**config.mk**
```make
export PLATFORM = sky130hd
export DESIGN_NAME = lldcp_core
export DESIGN_NICKNAME = d
export VERILOG_FILES = /design/src/rtl/lldcp_pkg.sv /design/src/rtl/lldcp_core.sv
export SDC_FILE = /design/constraint.sdc
export NUM_CORES = 1
export LEC_CHECK = 0
export ABC_AREA = 1
export BUFFER_PORTS_ARGS = -buffer_cell sky130_fd_sc_hd__clkbuf_2
export CORE_ASPECT_RATIO = 2
export CORE_MARGIN = 3
export CORE_UTILIZATION = 30
export CTS_CLUSTER_SIZE = 8
export DETAILED_ROUTE_END_ITERATION = 6
export GPL_TIMING_DRIVEN = 1
export PLACE_DENSITY = 0.48
export SLEW_MARGIN = 0
export SYNTH_ARGS = -nofsm -noshare
export SYNTH_HDL_FRONTEND = slang
export SYNTH_SLANG_ARGS = --single-unit
export TNS_END_PERCENT = 20
```
**constraint.sdc**
```tcl
create_clock -name clock -period 9.3 [get_ports clock]
set_clock_uncertainty 0.15 [all_clocks]
set_input_delay 1.86 -clock clock [delete_from_list [all_inputs] [get_ports clock]]
set_output_delay 1.86 -clock clock [all_outputs]
set_load 0.05 [all_outputs]
```
**src/rtl/lldcp_pkg.sv**
```systemverilog
// Purpose: Shared constants for the low-latency DRAM command port.
// Assumes: Byte-addressed register port with 32-bit words.
// Notes:   Widths are fixed; data path is the 18-bit organisation.

package lldcp_pkg;

   // ************************************************************
   // Widths
   // ************************************************************
   localparam int ADDR_W   = 21;
   localparam int MUX_W    = 11;
   localparam int BANK_W   = 3;
   localparam int DATA_W   = 18;
   localparam int IDX_W    = 5;
   localparam int MEM_D    = 32;
   localparam int SCHED_W  = 32;
   localparam int QPTR_W   = 2;
   localparam int PIN_W    = 48;

   // ************************************************************
   // Register map
   // ************************************************************
   localparam logic [7:0]  CTRL_OFS        = 8'h00;
   localparam logic [7:0]  STATUS_OFS      = 8'h04;
   localparam int          CTRL_MUX_BIT    = 0;
   localparam int          CTRL_LAT_LSB    = 1;
   localparam int          CTRL_BL_LSB     = 4;
   localparam int          CTRL_WIDTH_LSB  = 6;
   localparam int          CTRL_TERM_BIT   = 8;
   localparam logic [8:0]  CTRL_RESET      = 9'h000;
   localparam int          STAT_VALID_BIT  = 0;
   localparam int          STAT_DRIVE_BIT  = 1;
   localparam int          STAT_WRWIN_BIT  = 2;
   localparam int          STAT_REF_LSB    = 8;

   // ************************************************************
   // Burst length and data width codes
   // ************************************************************
   localparam logic [1:0]  BL_2   = 2'h0;
   localparam logic [1:0]  BL_4   = 2'h1;
   localparam logic [1:0]  BL_8   = 2'h2;
   localparam logic [1:0]  WID_9  = 2'h0;
   localparam logic [1:0]  WID_18 = 2'h1;
   localparam logic [1:0]  WID_36 = 2'h2;

   // ************************************************************
   // Read latency per configuration, in input-clock cycles
   // ************************************************************
   localparam logic [4:0]  RL_CFG0 = 5'h05;
   localparam logic [4:0]  RL_CFG2 = 5'h07;
   localparam logic [4:0]  RL_CFG3 = 5'h09;
   localparam logic [4:0]  RL_CFG4 = 5'h04;
   localparam logic [4:0]  RL_CFG5 = 5'h06;
   localparam logic [4:0]  MUX_EXTRA = 5'h01;
   localparam logic [4:0]  WL_EXTRA  = 5'h01;

endpackage

```
**src/rtl/lldcp_core.sv**
```systemverilog
// Purpose: Device-side command decode, latency timing and data path of a
//          low-latency DRAM synchronous interface, with a small array.
// Assumes: All pins arrive asynchronous to clock and are sampled by it.
// Notes:   Input clock and write data clock edges are found by sampling.
// Functional notes
// - Multiplexed mode sends the address in two halves over eleven lines.
// - Bank refresh needs no second address cycle; may repeat every clock.
// - Device rebuilds the full address from both halves per width and burst.
// - With termination on, data lines and write mask are terminated only.
// - Data termination turns off while read data is driven, back on after.
// - Write mask stays terminated whenever termination is enabled.
// - Idle command starts nothing; registered operations still complete.
// - Read is select low with write strobe and refresh strobe high.
// - Read data appears read latency cycles after the read command.
// - Read data edge-aligned to a free-running read data clock.
// - Read-valid rises half a cycle before the first read data item.
// - Read-valid falls together with the final item of the burst.
// - Data lines released when no further read follows the burst.
// - Read-valid holds high while the input clock stops mid-burst.
// - Back-to-back reads give a gapless data stream.
// - Write is select and write strobe low with refresh strobe high.
// - Write data taken write latency later, read latency plus one.
// - Items with write mask high are not stored.
// - Write data and mask are sampled on the write data clock.
// - Multiplexed mode adds one cycle to both latencies.

`timescale 1ns/100ps
`default_nettype none

module lldcp_core
   import lldcp_pkg::*;
(
   // System clock and reset
   input  wire logic                clock,
   input  wire logic                rst_n,
   // Command and address pins
   input  wire logic                in_clk,
   input  wire logic                sel_n,
   input  wire logic                wr_strobe_n,
   input  wire logic                ref_strobe_n,
   input  wire logic [BANK_W-1:0]   bank_addr,
   input  wire logic [ADDR_W-1:0]   addr,
   // Data pins
   input  wire logic                write_data_clk,
   input  wire logic [DATA_W-1:0]   dq_in,
   output logic      [DATA_W-1:0]   dq_out,
   output logic                     dq_oe,
   input  wire logic                write_mask,
   output logic                     read_data_clk,
   output logic                     read_valid_flag,
   // Termination controls
   output logic                     dq_term_on,
   output logic                     write_mask_term_on,
   // Register port
   input  wire logic [7:0]          reg_addr,
   input  wire logic [31:0]         reg_wdata,
   input  wire logic                reg_write,
   input  wire logic                reg_read,
   output logic      [31:0]         reg_rdata
);

   // ************************************************************
   // Helper functions
   // ************************************************************
   function automatic logic [4:0] read_latency(input logic [2:0] cfg, input logic mux);
      logic [4:0] rl;
      rl = RL_CFG0;
      case (cfg)
         3'h2: rl = RL_CFG2;
         3'h3: rl = RL_CFG3;
         3'h4: rl = RL_CFG4;
         3'h5: rl = RL_CFG5;
         default: rl = RL_CFG0;
      endcase
      if (mux) begin
         rl = rl + MUX_EXTRA;
      end
      return rl;
   endfunction

   function automatic logic [3:0] burst_items(input logic [1:0] code);
      logic [3:0] n;
      n = 4'h2;
      if (code == BL_4) begin
         n = 4'h4;
      end else if (code == BL_8) begin
         n = 4'h8;
      end
      return n;
   endfunction

   // Unused ball positions per width and burst are forced to zero.
   function automatic logic [ADDR_W-1:0] rebuild(input logic [MUX_W-1:0] fh,
                                                 input logic [MUX_W-1:0] sh,
                                                 input logic [1:0]       wid,
                                                 input logic [1:0]       bl);
      logic [ADDR_W-1:0] a;
      a = '0;
      a[0]  = fh[0];
      a[3]  = fh[1];
      a[4]  = fh[2];
      a[5]  = fh[3];
      a[8]  = fh[4];
      a[9]  = fh[5];
      a[10] = fh[6];
      a[13] = fh[7];
      a[14] = fh[8];
      a[17] = fh[9];
      a[18] = fh[10];
      a[1]  = sh[1];
      a[2]  = sh[2];
      a[6]  = sh[4];
      a[7]  = sh[5];
      a[11] = sh[7];
      a[12] = sh[8];
      a[16] = sh[9];
      a[15] = sh[10];
      if (wid != WID_36 && bl != BL_8) begin
         a[19] = sh[6];
      end
      if (wid == WID_9 && bl == BL_2) begin
         a[20] = sh[0];
      end
      if ((wid == WID_36 && bl != BL_2) || (wid == WID_18 && bl == BL_8)) begin
         a[18] = 1'b0;
      end
      if (wid == WID_36 && bl == BL_8) begin
         a[17] = 1'b0;
      end
      return a;
   endfunction

   // ************************************************************
   // Pin sampling
   // ************************************************************
   // A third stage is needed so a level only counts once two stages agree.
   logic [PIN_W-1:0] pin_s1;
   logic [PIN_W-1:0] pin_s2;
   logic [PIN_W-1:0] pin_s3;
   logic [PIN_W-1:0] pin_lvl;
   logic [PIN_W-1:0] pin_raw;
   logic [PIN_W-1:0] pin_agree;
   logic [PIN_W-1:0] next_pin_lvl;

   assign pin_raw = {in_clk, sel_n, wr_strobe_n, ref_strobe_n, bank_addr, addr,
                     write_data_clk, dq_in, write_mask};
   assign pin_agree    = ~(pin_s2 ^ pin_s3);
   assign next_pin_lvl = (pin_s3 & pin_agree) | (pin_lvl & ~pin_agree);

   always_ff @(posedge clock) begin
      if (!rst_n) begin
         pin_s1  <= '0;
         pin_s2  <= '0;
         pin_s3  <= '0;
         pin_lvl <= '0;
      end else begin
         pin_s1  <= pin_raw;
         pin_s2  <= pin_s1;
         pin_s3  <= pin_s2;
         pin_lvl <= next_pin_lvl;
      end
   end

   logic               ck_now;
   logic               ck_rise;
   logic               ck_edge;
   logic               cmd_sel_n;
   logic               cmd_we_n;
   logic               cmd_ref_n;
   logic [BANK_W-1:0]  cmd_bank;
   logic [ADDR_W-1:0]  cmd_addr;
   logic               wdclk_edge;
   logic [DATA_W-1:0]  wr_data;
   logic               wr_mask;

   assign ck_now     = next_pin_lvl[47];
   assign ck_edge    = next_pin_lvl[47] ^ pin_lvl[47];
   assign ck_rise    = ck_edge & ck_now;
   assign cmd_sel_n  = next_pin_lvl[46];
   assign cmd_we_n   = next_pin_lvl[45];
   assign cmd_ref_n  = next_pin_lvl[44];
   assign cmd_bank   = next_pin_lvl[43:41];
   assign cmd_addr   = next_pin_lvl[40:20];
   assign wdclk_edge = next_pin_lvl[19] ^ pin_lvl[19];
   assign wr_data    = next_pin_lvl[18:1];
   assign wr_mask    = next_pin_lvl[0];

   // ************************************************************
   // Configuration register
   // ************************************************************
   logic [8:0] ctrl;
   logic       mux_mode;
   logic [2:0] lat_cfg;
   logic [1:0] bl_code;
   logic [1:0] wid_code;
   logic       term_en;

   assign mux_mode = ctrl[CTRL_MUX_BIT];
   assign lat_cfg  = ctrl[CTRL_LAT_LSB +: 3];
   assign bl_code  = ctrl[CTRL_BL_LSB +: 2];
   assign wid_code = ctrl[CTRL_WIDTH_LSB +: 2];
   assign term_en  = ctrl[CTRL_TERM_BIT];

   always_ff @(posedge clock) begin
      if (!rst_n) begin
         ctrl <= CTRL_RESET;
      end else if (reg_write && reg_addr == CTRL_OFS) begin
         ctrl <= reg_wdata[8:0];
      end
   end

   // ************************************************************
   // Command decode
   // ************************************************************
   logic [4:0]   rl_now;
   logic [4:0]   wl_now;
   logic [3:0]   n_items;
   logic         second_due;
   logic         second_is_read;
   logic [IDX_W-1:0] pend_base;
   logic [MUX_W-1:0] pend_first;
   logic         is_read;
   logic         is_write;
   logic         is_refresh;
   logic         push_rd;
   logic         push_wr;
   logic [IDX_W-1:0] push_idx;
   logic [ADDR_W-1:0] full_addr;
   logic [SCHED_W-1:0] burst_mask;
   logic [7:0]   ref_count;

   assign rl_now  = read_latency(lat_cfg, mux_mode);
   assign wl_now  = rl_now + WL_EXTRA;
   assign n_items = burst_items(bl_code);
   // The second-half edge is never decoded as a command.
   assign is_read    = ck_rise && !second_due && !cmd_sel_n && cmd_we_n && cmd_ref_n;
   assign is_write   = ck_rise && !second_due && !cmd_sel_n && !cmd_we_n && cmd_ref_n;
   assign is_refresh = ck_rise && !second_due && !cmd_sel_n && cmd_we_n && !cmd_ref_n;
   assign full_addr  = rebuild(pend_first, cmd_addr[MUX_W-1:0], wid_code, bl_code);
   assign push_rd    = mux_mode ? (ck_rise && second_due && second_is_read) : is_read;
   assign push_wr    = mux_mode ? (ck_rise && second_due && !second_is_read) : is_write;
   // Non-multiplexed: address and bank arrive with the command.
   assign push_idx   = mux_mode ? {pend_base[4], full_addr[3:0]} : {cmd_bank[0], cmd_addr[3:0]};
   assign burst_mask = SCHED_W'((32'h1 << n_items) - 32'h1);

   always_ff @(posedge clock) begin
      if (!rst_n) begin
         second_due     <= 1'b0;
         second_is_read <= 1'b0;
         pend_base      <= '0;
         pend_first     <= '0;
      end else if (ck_rise) begin
         second_due     <= mux_mode && (is_read || is_write);
         second_is_read <= is_read;
         pend_base      <= {cmd_bank[0], 4'h0};
         pend_first     <= cmd_addr[MUX_W-1:0];
      end
   end

   always_ff @(posedge clock) begin
      if (!rst_n) begin
         ref_count <= 8'h00;
      end else if (is_refresh) begin
         ref_count <= ref_count + 8'h01;
      end
   end

   // ************************************************************
   // Half-cycle schedules
   // ************************************************************
   // Each bit is one input-clock half cycle; bit zero is the current one.
   // Idle commands add nothing but never clear what is queued.
   logic [SCHED_W-1:0] rd_sched;
   logic [SCHED_W-1:0] wr_sched;
   logic [SCHED_W-1:0] next_rd_sched;
   logic [SCHED_W-1:0] next_wr_sched;

   always_comb begin
      next_rd_sched = rd_sched >> 1;
      next_wr_sched = wr_sched >> 1;
      if (is_read) begin
         next_rd_sched = next_rd_sched | (burst_mask << {rl_now, 1'b0});
      end
      if (is_write) begin
         next_wr_sched = next_wr_sched | (burst_mask << {wl_now, 1'b0});
      end
   end

   always_ff @(posedge clock) begin
      if (!rst_n) begin
         rd_sched <= '0;
         wr_sched <= '0;
      end else if (ck_edge) begin
         rd_sched <= next_rd_sched;
         wr_sched <= next_wr_sched;
      end
   end

   // ************************************************************
   // Address queues and storage
   // ************************************************************
   logic [IDX_W-1:0]  rd_q [4];
   logic [IDX_W-1:0]  wr_q [4];
   logic [QPTR_W-1:0] rd_wp;
   logic [QPTR_W-1:0] rd_rp;
   logic [QPTR_W-1:0] wr_wp;
   logic [QPTR_W-1:0] wr_rp;
   logic [3:0]        rd_item;
   logic [3:0]        wr_item;
   logic [DATA_W-1:0] mem [MEM_D];
   logic              rd_step;
   logic              wr_step;
   logic [IDX_W-1:0]  rd_idx;
   logic [IDX_W-1:0]  wr_idx;

   assign rd_step = ck_edge && next_rd_sched[0];
   assign wr_step = wdclk_edge && wr_sched[0];
   assign rd_idx  = rd_q[rd_rp] + IDX_W'(rd_item);
   assign wr_idx  = wr_q[wr_rp] + IDX_W'(wr_item);

   always_ff @(posedge clock) begin
      if (!rst_n) begin
         rd_wp <= '0;
         wr_wp <= '0;
      end else begin
         if (push_rd) begin
            rd_q[rd_wp] <= push_idx;
            rd_wp       <= rd_wp + 2'h1;
         end
         if (push_wr) begin
            wr_q[wr_wp] <= push_idx;
            wr_wp       <= wr_wp + 2'h1;
         end
      end
   end

   always_ff @(posedge clock) begin
      if (!rst_n) begin
         rd_rp   <= '0;
         rd_item <= 4'h0;
      end else if (rd_step) begin
         if (rd_item == n_items - 4'h1) begin
            rd_item <= 4'h0;
            rd_rp   <= rd_rp + 2'h1;
         end else begin
            rd_item <= rd_item + 4'h1;
         end
      end
   end

   always_ff @(posedge clock) begin
      if (!rst_n) begin
         wr_rp   <= '0;
         wr_item <= 4'h0;
      end else if (wr_step) begin
         if (wr_item == n_items - 4'h1) begin
            wr_item <= 4'h0;
            wr_rp   <= wr_rp + 2'h1;
         end else begin
            wr_item <= wr_item + 4'h1;
         end
      end
   end

   // Storage has no reset, as a real array would not.
   always_ff @(posedge clock) begin
      if (wr_step && !wr_mask) begin
         mem[wr_idx] <= wr_data;
      end
   end

   // ************************************************************
   // Read data path
   // ************************************************************
   always_ff @(posedge clock) begin
      if (!rst_n) begin
         dq_out          <= '0;
         dq_oe           <= 1'b0;
         read_valid_flag <= 1'b0;
      end else if (ck_edge) begin
         dq_out          <= next_rd_sched[0] ? mem[rd_idx] : '0;
         dq_oe           <= next_rd_sched[0];
         // Valid looks one half cycle ahead, so it rises early and drops on the last item.
         // With no edges it simply holds, which keeps it high if the clock stalls.
         read_valid_flag <= next_rd_sched[1];
      end
   end

   // The read clock follows the input clock in the same cycle as the data.
   always_ff @(posedge clock) begin
      if (!rst_n) begin
         read_data_clk <= 1'b0;
      end else begin
         read_data_clk <= ck_now;
      end
   end

   // ************************************************************
   // Termination
   // ************************************************************
   always_ff @(posedge clock) begin
      if (!rst_n) begin
         dq_term_on         <= 1'b0;
         write_mask_term_on <= 1'b0;
      end else begin
         dq_term_on         <= term_en && !(ck_edge ? next_rd_sched[0] : dq_oe);
         write_mask_term_on <= term_en;
      end
   end

   // ************************************************************
   // Register read port
   // ************************************************************
   always_ff @(posedge clock) begin
      if (!rst_n) begin
         reg_rdata <= 32'h0000_0000;
      end else if (reg_read) begin
         if (reg_addr == CTRL_OFS) begin
            reg_rdata <= {23'h0, ctrl};
         end else if (reg_addr == STATUS_OFS) begin
            reg_rdata <= {16'h0, ref_count, 5'h0, (wr_sched != '0), dq_oe, read_valid_flag};
         end else begin
            reg_rdata <= 32'h0000_0000;
         end
      end else begin
         reg_rdata <= 32'h0000_0000;
      end
   end

endmodule

`default_nettype wire

```
==> results.sh, run 1 <==
export IMPL_grt_pass1_vias=25200
export IMPL_r2r_cells=17
export IMPL_arrival_ps=5670
export IMPL_clk_path_buf_depth=3
export IMPL_synth_edf_count=616
export IMPL_antenna_found_initial=1
export IMPL_synth_async_reset_ratio_pct=0
export IMPL_holdPathEnd="pin_s2[14]$_SDFF_PN0_"
export IMPL_dp_cells=5213
export IMPL_tns_ps=0
export IMPL_syn_to_final_growth_pct=15.8
export IMPL_hold_path_class="flip-flop to flip-flop"
export IMPL_outcome="complete, no violations"
export IMPL_pre_cts_ws_ps=4120
export IMPL_dp_hpwl_um=62200
export IMPL_postCtsHoldBufs=0
export IMPL_syn_inst=3700
export IMPL_finalNetCount=3917
export IMPL_clock_sinks=874
export IMPL_fin_crit_ps=5190
export IMPL_placed_area_sq_mm=0.0384
export IMPL_grt_overflow_total=0
export IMPL_initial_core_util_pct=30.3
export IMPL_layout_commonest_cell="nand2_1"
export IMPL_routed_wirelength_um=103000
export IMPL_yosysUniqueCellTypes=56
export IMPL_fin_ws_ps=4110
export IMPL_grt_usage_pct=16.3
export IMPL_portBuffers=88
export IMPL_startpoint_type="flip-flop"
export IMPL_ant_nets=0
export IMPL_path_cells="inv_2, o21ai_0, o22ai_1, ha_4, fa_4, xor2_4, buf_4, inv_2, buf_4, nand3_1, nand2_1, nand2_1, nand3_1, nand2_1, nor2_1, nor2_1, nor2_1"
export IMPL_gp_congestion=0.900
export IMPL_insertion_delay_ps=750
export IMPL_min_from="pin_s1[14]$_SDFF_PN0_"
export IMPL_synth_top_area_share_pct=51.2
export IMPL_drive_gt1_share_pct=9.78
export IMPL_htreeDepth=3
export IMPL_cts_made_buffers=119
export IMPL_dieArea_sq_mm=0.125
export IMPL_cpPeakStageDelay_ps=720
export IMPL_yosysWarnings=0
export IMPL_hold_viol=0
export IMPL_power_density_mw_per_mm2=198
export IMPL_fin_area_sq_mm=0.0419
export IMPL_drt_initial_drc_count=1217
export IMPL_ys_ff_latch=874
export IMPL_hold_path_cell_count=2
export IMPL_ir_drop_v=0.000146
export IMPL_clkTransAtPathRegs_ps=50
export IMPL_rsz0062_at_grt="no"
export IMPL_critPathMaxFanout=48
export IMPL_fmax_mhz=192
export IMPL_finalCoreUtilization_pct=35.1
export IMPL_die_height_um=497
export IMPL_die_w_um=251
export IMPL_grt_pass1_wl_um=152000
export IMPL_ys_seq_area_share_pct=65.5
export IMPL_root_buffer="clkbuf_16"
export IMPL_final_cell_mix="1173 x nand2_1, 616 x edfxtp_1, 512 x nand3_1, 261 x nor2_1, 258 x dfxtp_1"
export IMPL_core_area_sq_mm=0.119
export IMPL_slew_headroom_pct=26.9
export IMPL_setup_viol=0
export IMPL_r2r_slack_ps=4110
export IMPL_p_leak_nw=17.0
export IMPL_syn_area_per_cell_sq_um=9.76
export IMPL_grt_max_degree=147
export IMPL_r2r_end="dq_out[13]$_SDFFE_PN0N_"
export IMPL_crit_type="flip-flop to flip-flop"
export IMPL_via_per_inst=4.70
export IMPL_maxSlewViolCount=0
export IMPL_final_cell_count_no_fill=5416
export IMPL_wire_per_inst_um=18.9
export IMPL_drv_cap=0
export IMPL_num_io_pins=147
export IMPL_row_count=179
export IMPL_cts_resized=0
export IMPL_slowest_stage="buf_4"
export IMPL_end_kind="flip-flop"
export IMPL_cp_required_ps=9770
export IMPL_synth_area_top_cells="edfxtp_1 51%, dfxtp_1 14%, nand2_1 12%"
export IMPL_yosys_area_top_type="edfxtp_1"
export IMPL_fin_crit_sh_pct=55.9
export IMPL_synth_area_sq_mm=0.0361
export IMPL_synth_ff_type="edfxtp_1"
export IMPL_vias=25500
export IMPL_cts_tree="yes"
export IMPL_cts_setup_buffers=0
export IMPL_tightest_slew_ps=1080
export IMPL_drc_errors=0
export IMPL_drt_first_pass_iters=5
==> how the worst max path moves through the flow <==
| stage | start | end | slack (ps) |
|---|---|---|---|
| 2_1_floorplan | rst_n | wr_q[0][0]$_DFFE_PP_ | 5840 |
| 3_3_place_gp | flip-flop | dq_out[15]$_SDFFE_PN0N_ | 4110 |
| 3_5_place_dp | flip-flop | dq_out[15]$_SDFFE_PN0N_ | 4120 |
| 4_1_cts | flip-flop | dq_out[17]$_SDFFE_PN0N_ | 4090 |
| 5_1_grt | flip-flop | dq_out[17]$_SDFFE_PN0N_ | 3800 |
| 6_report | flip-flop | dq_out[13]$_SDFFE_PN0N_ | 4110 |
==> report_power, final <==
group	internal, mW	switching [mW]	total [mW]	leakage (nW)
logic	0.0247	0.0686	0.0933	6.38
registers	4.14	0.00869	4.15	9.01
clock network	2.37	1.67	4.05	1.63
==> stage by stage <==
stage	power [mW]	hold WS (ps)
after global placement	4.32	246
after global routing	8.57	252
after floorplan	4.29	240
final	8.29	223
after CTS	8.42	233
after detailed placement	4.32	251
==> Yosys cell counts (7+ instances only) <==
cell type     n
a31oi_1       8
dfxtp_1     258
nand3_1     512
buf_2        57
a21oi_1     122
nand4_1       7
nor2_1      311
nor4_1        9
edfxtp_1    616
inv_2        10
o22ai_1      13
inv_1       199
buf_4        22
nor3_1       29
ha_1         27
nand2_1    1173
o21ai_0     136
buf_1        16
clkbuf_1    102
==> critical path, delay by kind of cell, from the launching register on <==
kind,cells,cell delay [ps]
buf+inv,4,1750
fa+ha+maj,2,700
simple gates,8,1290
xor+xnor,1,190
compound gates,2,320
flops,1,560
==> sequential cells by signal, summed over array words and instances, names as in the netlist, 8 cells and up, named ones only <==
name	flops
rd_sched	31
dq_out	18
rd_q	20
ref_count	8
pin_s1	29
pin_s3	29
pin_s2	29
wr_sched	32
pin_lvl	29
reg_rdata	16
wr_q	20
ctrl	9
mem	576
==> cell families after synthesis <==
family                     synth area share [%]
DFF                                        65.5
adders and majority gates                  1.05
muxes                                    0.0277
AOI/OAI and AO/OA                          4.49
other                                    0.0104
and+or+nand+nor                            23.8
buffers and inverters                      4.79
xor gates and xnor gates                  0.353
==> area by class of cell <==
type,instances,area [sq um]
Timing Repair Buffer,160,1010
Antenna cell,2,5.00
Fill cell,12000,77300
Tap cell,1538,1920
Clock buffer,193,3260
Multi-Input combinational cell,2428,11000
Sequential cell,874,23700
Inverter,213,812
Clock inverter,8,218
==> metal layers <==
layer  global-route usage (%)  part of all wire [%]  vias to the layer above
met5                        0                     0                        -
met4                     10.4                   6.3                        0
met3                     2.38                   4.0                      235
met2                     31.3                    54                      610
met1                     16.2                    35                    12000
li1                         -                     -                    12600
No activity file was read; power rests on OpenSTA's default activity.
==> run 2, diff against run 1 <==
--- a/config.mk
+++ b/config.mk
@@ -5,7 +5,7 @@
 export SDC_FILE = /design/constraint.sdc
 export NUM_CORES = 1
 export LEC_CHECK = 0
-export ABC_AREA = 1
+export ABC_AREA = 0
 export BUFFER_PORTS_ARGS = -buffer_cell sky130_fd_sc_hd__clkbuf_2
 export CORE_ASPECT_RATIO = 2
 export CORE_MARGIN = 3
@@ -13,7 +13,7 @@
 export CTS_CLUSTER_SIZE = 8
 export DETAILED_ROUTE_END_ITERATION = 6
 export GPL_TIMING_DRIVEN = 1
-export PLACE_DENSITY = 0.48
+export PLACE_DENSITY = 0.49
 export SLEW_MARGIN = 0
 export SYNTH_ARGS = -nofsm -noshare
 export SYNTH_HDL_FRONTEND = slang
==> constraint.sdc (replaced) <==
create_clock -name clock -period 4.26 [get_ports clock]
set_clock_uncertainty 0.15 [all_clocks]
set_input_delay 0.852 -clock clock [delete_from_list [all_inputs] [get_ports clock]]
set_output_delay 0.852 -clock clock [all_outputs]
set_load 0.05 [all_outputs]
==> run 2 against run 1 <==
Net effect: critical path depth fell by 5; total power rose by 120%; sequential power rose by 120%; die area fell by 2.7%; clock power rose by 120%; via count fell by 19%; first-iteration DRC count fell by 7.6%; worst setup slack got worse by 3700 ps; global-route usage fell by 0.74 points.
==> results.sh, run 2 <==
export IMPL_cts_tree="yes"
export IMPL_postCtsHoldBufs=0
export IMPL_drt_initial_drc_count=1124
export IMPL_syn_inst=2396
export IMPL_drc_errors=0
export IMPL_synth_edf_count=616
export IMPL_htreeDepth=3
export IMPL_routed_wirelength_um=93800
export IMPL_yosysMostFrequentCell="edfxtp_1"
export IMPL_p_leak_nw=14.5
export IMPL_insertion_delay_ps=700
export IMPL_fillers=11200
export IMPL_pre_cts_ws_ps=412
export IMPL_cts_setup_buffers=0
export IMPL_dieArea_sq_mm=0.121
export IMPL_clk_path_buf_depth=3
export IMPL_grt_max_degree=119
export IMPL_grt_pass1_vias=22200
export IMPL_die_w_um=248
export IMPL_largest_register="mem"
export IMPL_r2r_end="wr_sched[30]$_SDFFE_PN0N_"
export IMPL_synth_async_reset_ratio_pct=0
export IMPL_fin_ws_ps=399
export IMPL_path_cells="nand2b_1, o21ai_0, ha_1, and2_1, a211oi_4, inv_2, ha_1, inv_1, nand2_1, o221ai_1, a211oi_1, a211oi_1"
export IMPL_critPathMaxFanout=12
export IMPL_die_height_um=490
export IMPL_reg_top3="mem x576, wr_sched x32, rd_sched x31"
export IMPL_synth_commonest_cells="616 x edfxtp_1, 258 x dfxtp_1, 218 x nand2_1"
export IMPL_dp_hpwl_um=61500
export IMPL_path_delay_family="compound AO/OA/AOI/OAI gates"
export IMPL_holdWs_ps=205
export IMPL_ant_nets=0
export IMPL_slowest_stage="ha_1"
export IMPL_tightest_slew_ps=1340
export IMPL_end_kind="flip-flop"
export IMPL_hold_viol=0
export IMPL_cp_required_ps=4720
export IMPL_grt_pass1_wl_um=141000
export IMPL_r2r_cells=12
export IMPL_hold_path_class="input pin to flip-flop"
export IMPL_root_buffer="clkbuf_16"
export IMPL_rsz0062_at_grt="no"
export IMPL_yosysUniqueCellTypes=91
export IMPL_vias=20700
export IMPL_syn_to_final_growth_pct=17.4
export IMPL_r2r_slack_ps=400
export IMPL_startpoint_type="flip-flop"
export IMPL_crit_type="flip-flop to flip-flop"
export IMPL_fmax_mhz=259
export IMPL_grt_use_met3_pct=2.55
export IMPL_clock_sinks=874
export IMPL_grt_use_met2_pct=29.5
export IMPL_core_area_sq_mm=0.116
export IMPL_top_usage_layer="met2"
export IMPL_wire_per_inst_um=22.5
export IMPL_ir_drop_v=0.000339
export IMPL_final_cell_mix="616 x edfxtp_1, 258 x dfxtp_1, 218 x nand2_1, 159 x mux4_2, 145 x nor2_1"
export IMPL_initial_core_util_pct=30.2
export IMPL_syn_area_per_cell_sq_um=14.7
export IMPL_ys_seq_area_share_pct=67.4
export IMPL_gp_congestion=0.875
export IMPL_synth_top_area_share_pct=52.7
export IMPL_reg2reg_from="ctrl[3]$_SDFFE_PN0P_"
export IMPL_grt_usage_pct=15.5
export IMPL_setup_viol=0
export IMPL_maxSlewViolCount=0
export IMPL_drive_gt1_share_pct=19.5
export IMPL_outcome="complete, no violations"
export IMPL_use_met1_pct=15.9
export IMPL_antenna_found_initial=2
export IMPL_startpoint="ctrl[3]$_SDFFE_PN0P_"
export IMPL_drv_cap=0
export IMPL_finalNetCount=2684
export IMPL_slew_headroom_pct=10.4
export IMPL_layout_commonest_cell="edfxtp_1"
export IMPL_row_count=177
export IMPL_cp_depth=12
export IMPL_yosys_area_top_type="edfxtp_1"
export IMPL_ys_ff_latch=874
export IMPL_synth_area_top_cells="edfxtp_1 53%, dfxtp_1 15%, mux4_2 10%"
export IMPL_via_per_inst=4.96
export IMPL_drt_first_pass_iters=5
export IMPL_portBuffers=88
export IMPL_cts_resized=0
export IMPL_endpoint="wr_sched[30]$_SDFFE_PN0N_"
export IMPL_synth_ff_type="edfxtp_1"
export IMPL_fin_crit_ps=3860
export IMPL_fin_crit_sh_pct=90.6
export IMPL_arrival_ps=4320
export IMPL_grt_overflow_total=0
export IMPL_largest_register_ffs=576
export IMPL_critPathBufInv=2
export IMPL_cts_made_buffers=119
export IMPL_clkTransAtPathRegs_ps=50
export IMPL_cpPeakStageDelay_ps=460
export IMPL_power_density_mw_per_mm2=437
export IMPL_synth_area_sq_mm=0.0351
export IMPL_yosysWarnings=0
export IMPL_num_io_pins=147
export IMPL_tns_ps=0
-- run 2: routing by layer --
layer | vias up | wire length (um)
met5 | - | 12
met4 | 2 | 4850
met3 | 204 | 3530
met2 | 520 | 52600
met1 | 10600 | 32800
li1 | 9387 | -
-- run 2: logic make-up (layout without fill, tap and decap cells) --
kind of cell / Yosys count / in the layout / share of synthesized area [%]
other cells: 1 / 17 / 0.0107
fa+ha+maj: 56 / 56 / 1.85
buf+inv: 193 / 429 / 2.46
mux: 190 / 190 / 11.1
flops: 874 / 874 / 67.4
simple gates: 728 / 728 / 10.1
xor+xnor: 40 / 40 / 1.19
compound gates: 314 / 314 / 5.95
-- run 2: cell type report --
type,count,area (sq um),share of cell area (%)
diodes,1,2.50,0.00607
clock buffers,196,3270,7.92
clock inverters,9,186,0.452
inverters,31,119,0.288
multi-input cells,1344,10700,26.0
flip-flops and latches,874,23700,57.4
well taps,1521,1900,4.62
repair buffers,193,1360,3.29
-- run 2: worst min-delay path by stage --
| stage | slack [ps] | endpoint | from | cells after the start |
|---|---|---|---|---|
| after floorplan | 260 | pin_s2[0]$_SDFF_PN0_ | pin_s1[0]$_SDFF_PN0_ | 1 |
| after global placement | 270 | pin_s2[45]$_SDFF_PN0_ | pin_s1[45]$_SDFF_PN0_ | 1 |
| after detailed placement | 270 | pin_s2[9]$_SDFF_PN0_ | pin_s1[9]$_SDFF_PN0_ | 1 |
| after CTS | 140 | pin_s1[20]$_SDFF_PN0_ | addr[0] | 2 |
| after global routing | 170 | pin_s1[44]$_SDFF_PN0_ | ref_strobe_n | 2 |
| final | 200 | pin_s1[20]$_SDFF_PN0_ | addr[0] | 2 |
-- run 2: through the flow --
step | std cells | total power, mW | utilization, % | instance area (sq um)
finish | 4169 | 18.0 | 35.5 | 41200
global route | 4169 | 18.6 | 35.5 | 41200
CTS | 4168 | 18.3 | 35.5 | 41200
detailed placement | 3963 | 9.42 | 32.5 | 37800
global placement | 3963 | 9.41 | 32.5 | 37800
floorplan | 2411 | 9.35 | - | 35200
-- run 2: power by group --
group	switching [mW]	internal, mW
Combinational	0.125	0.0534
Clock	3.57	5.19
Sequential	0.0205	9.05
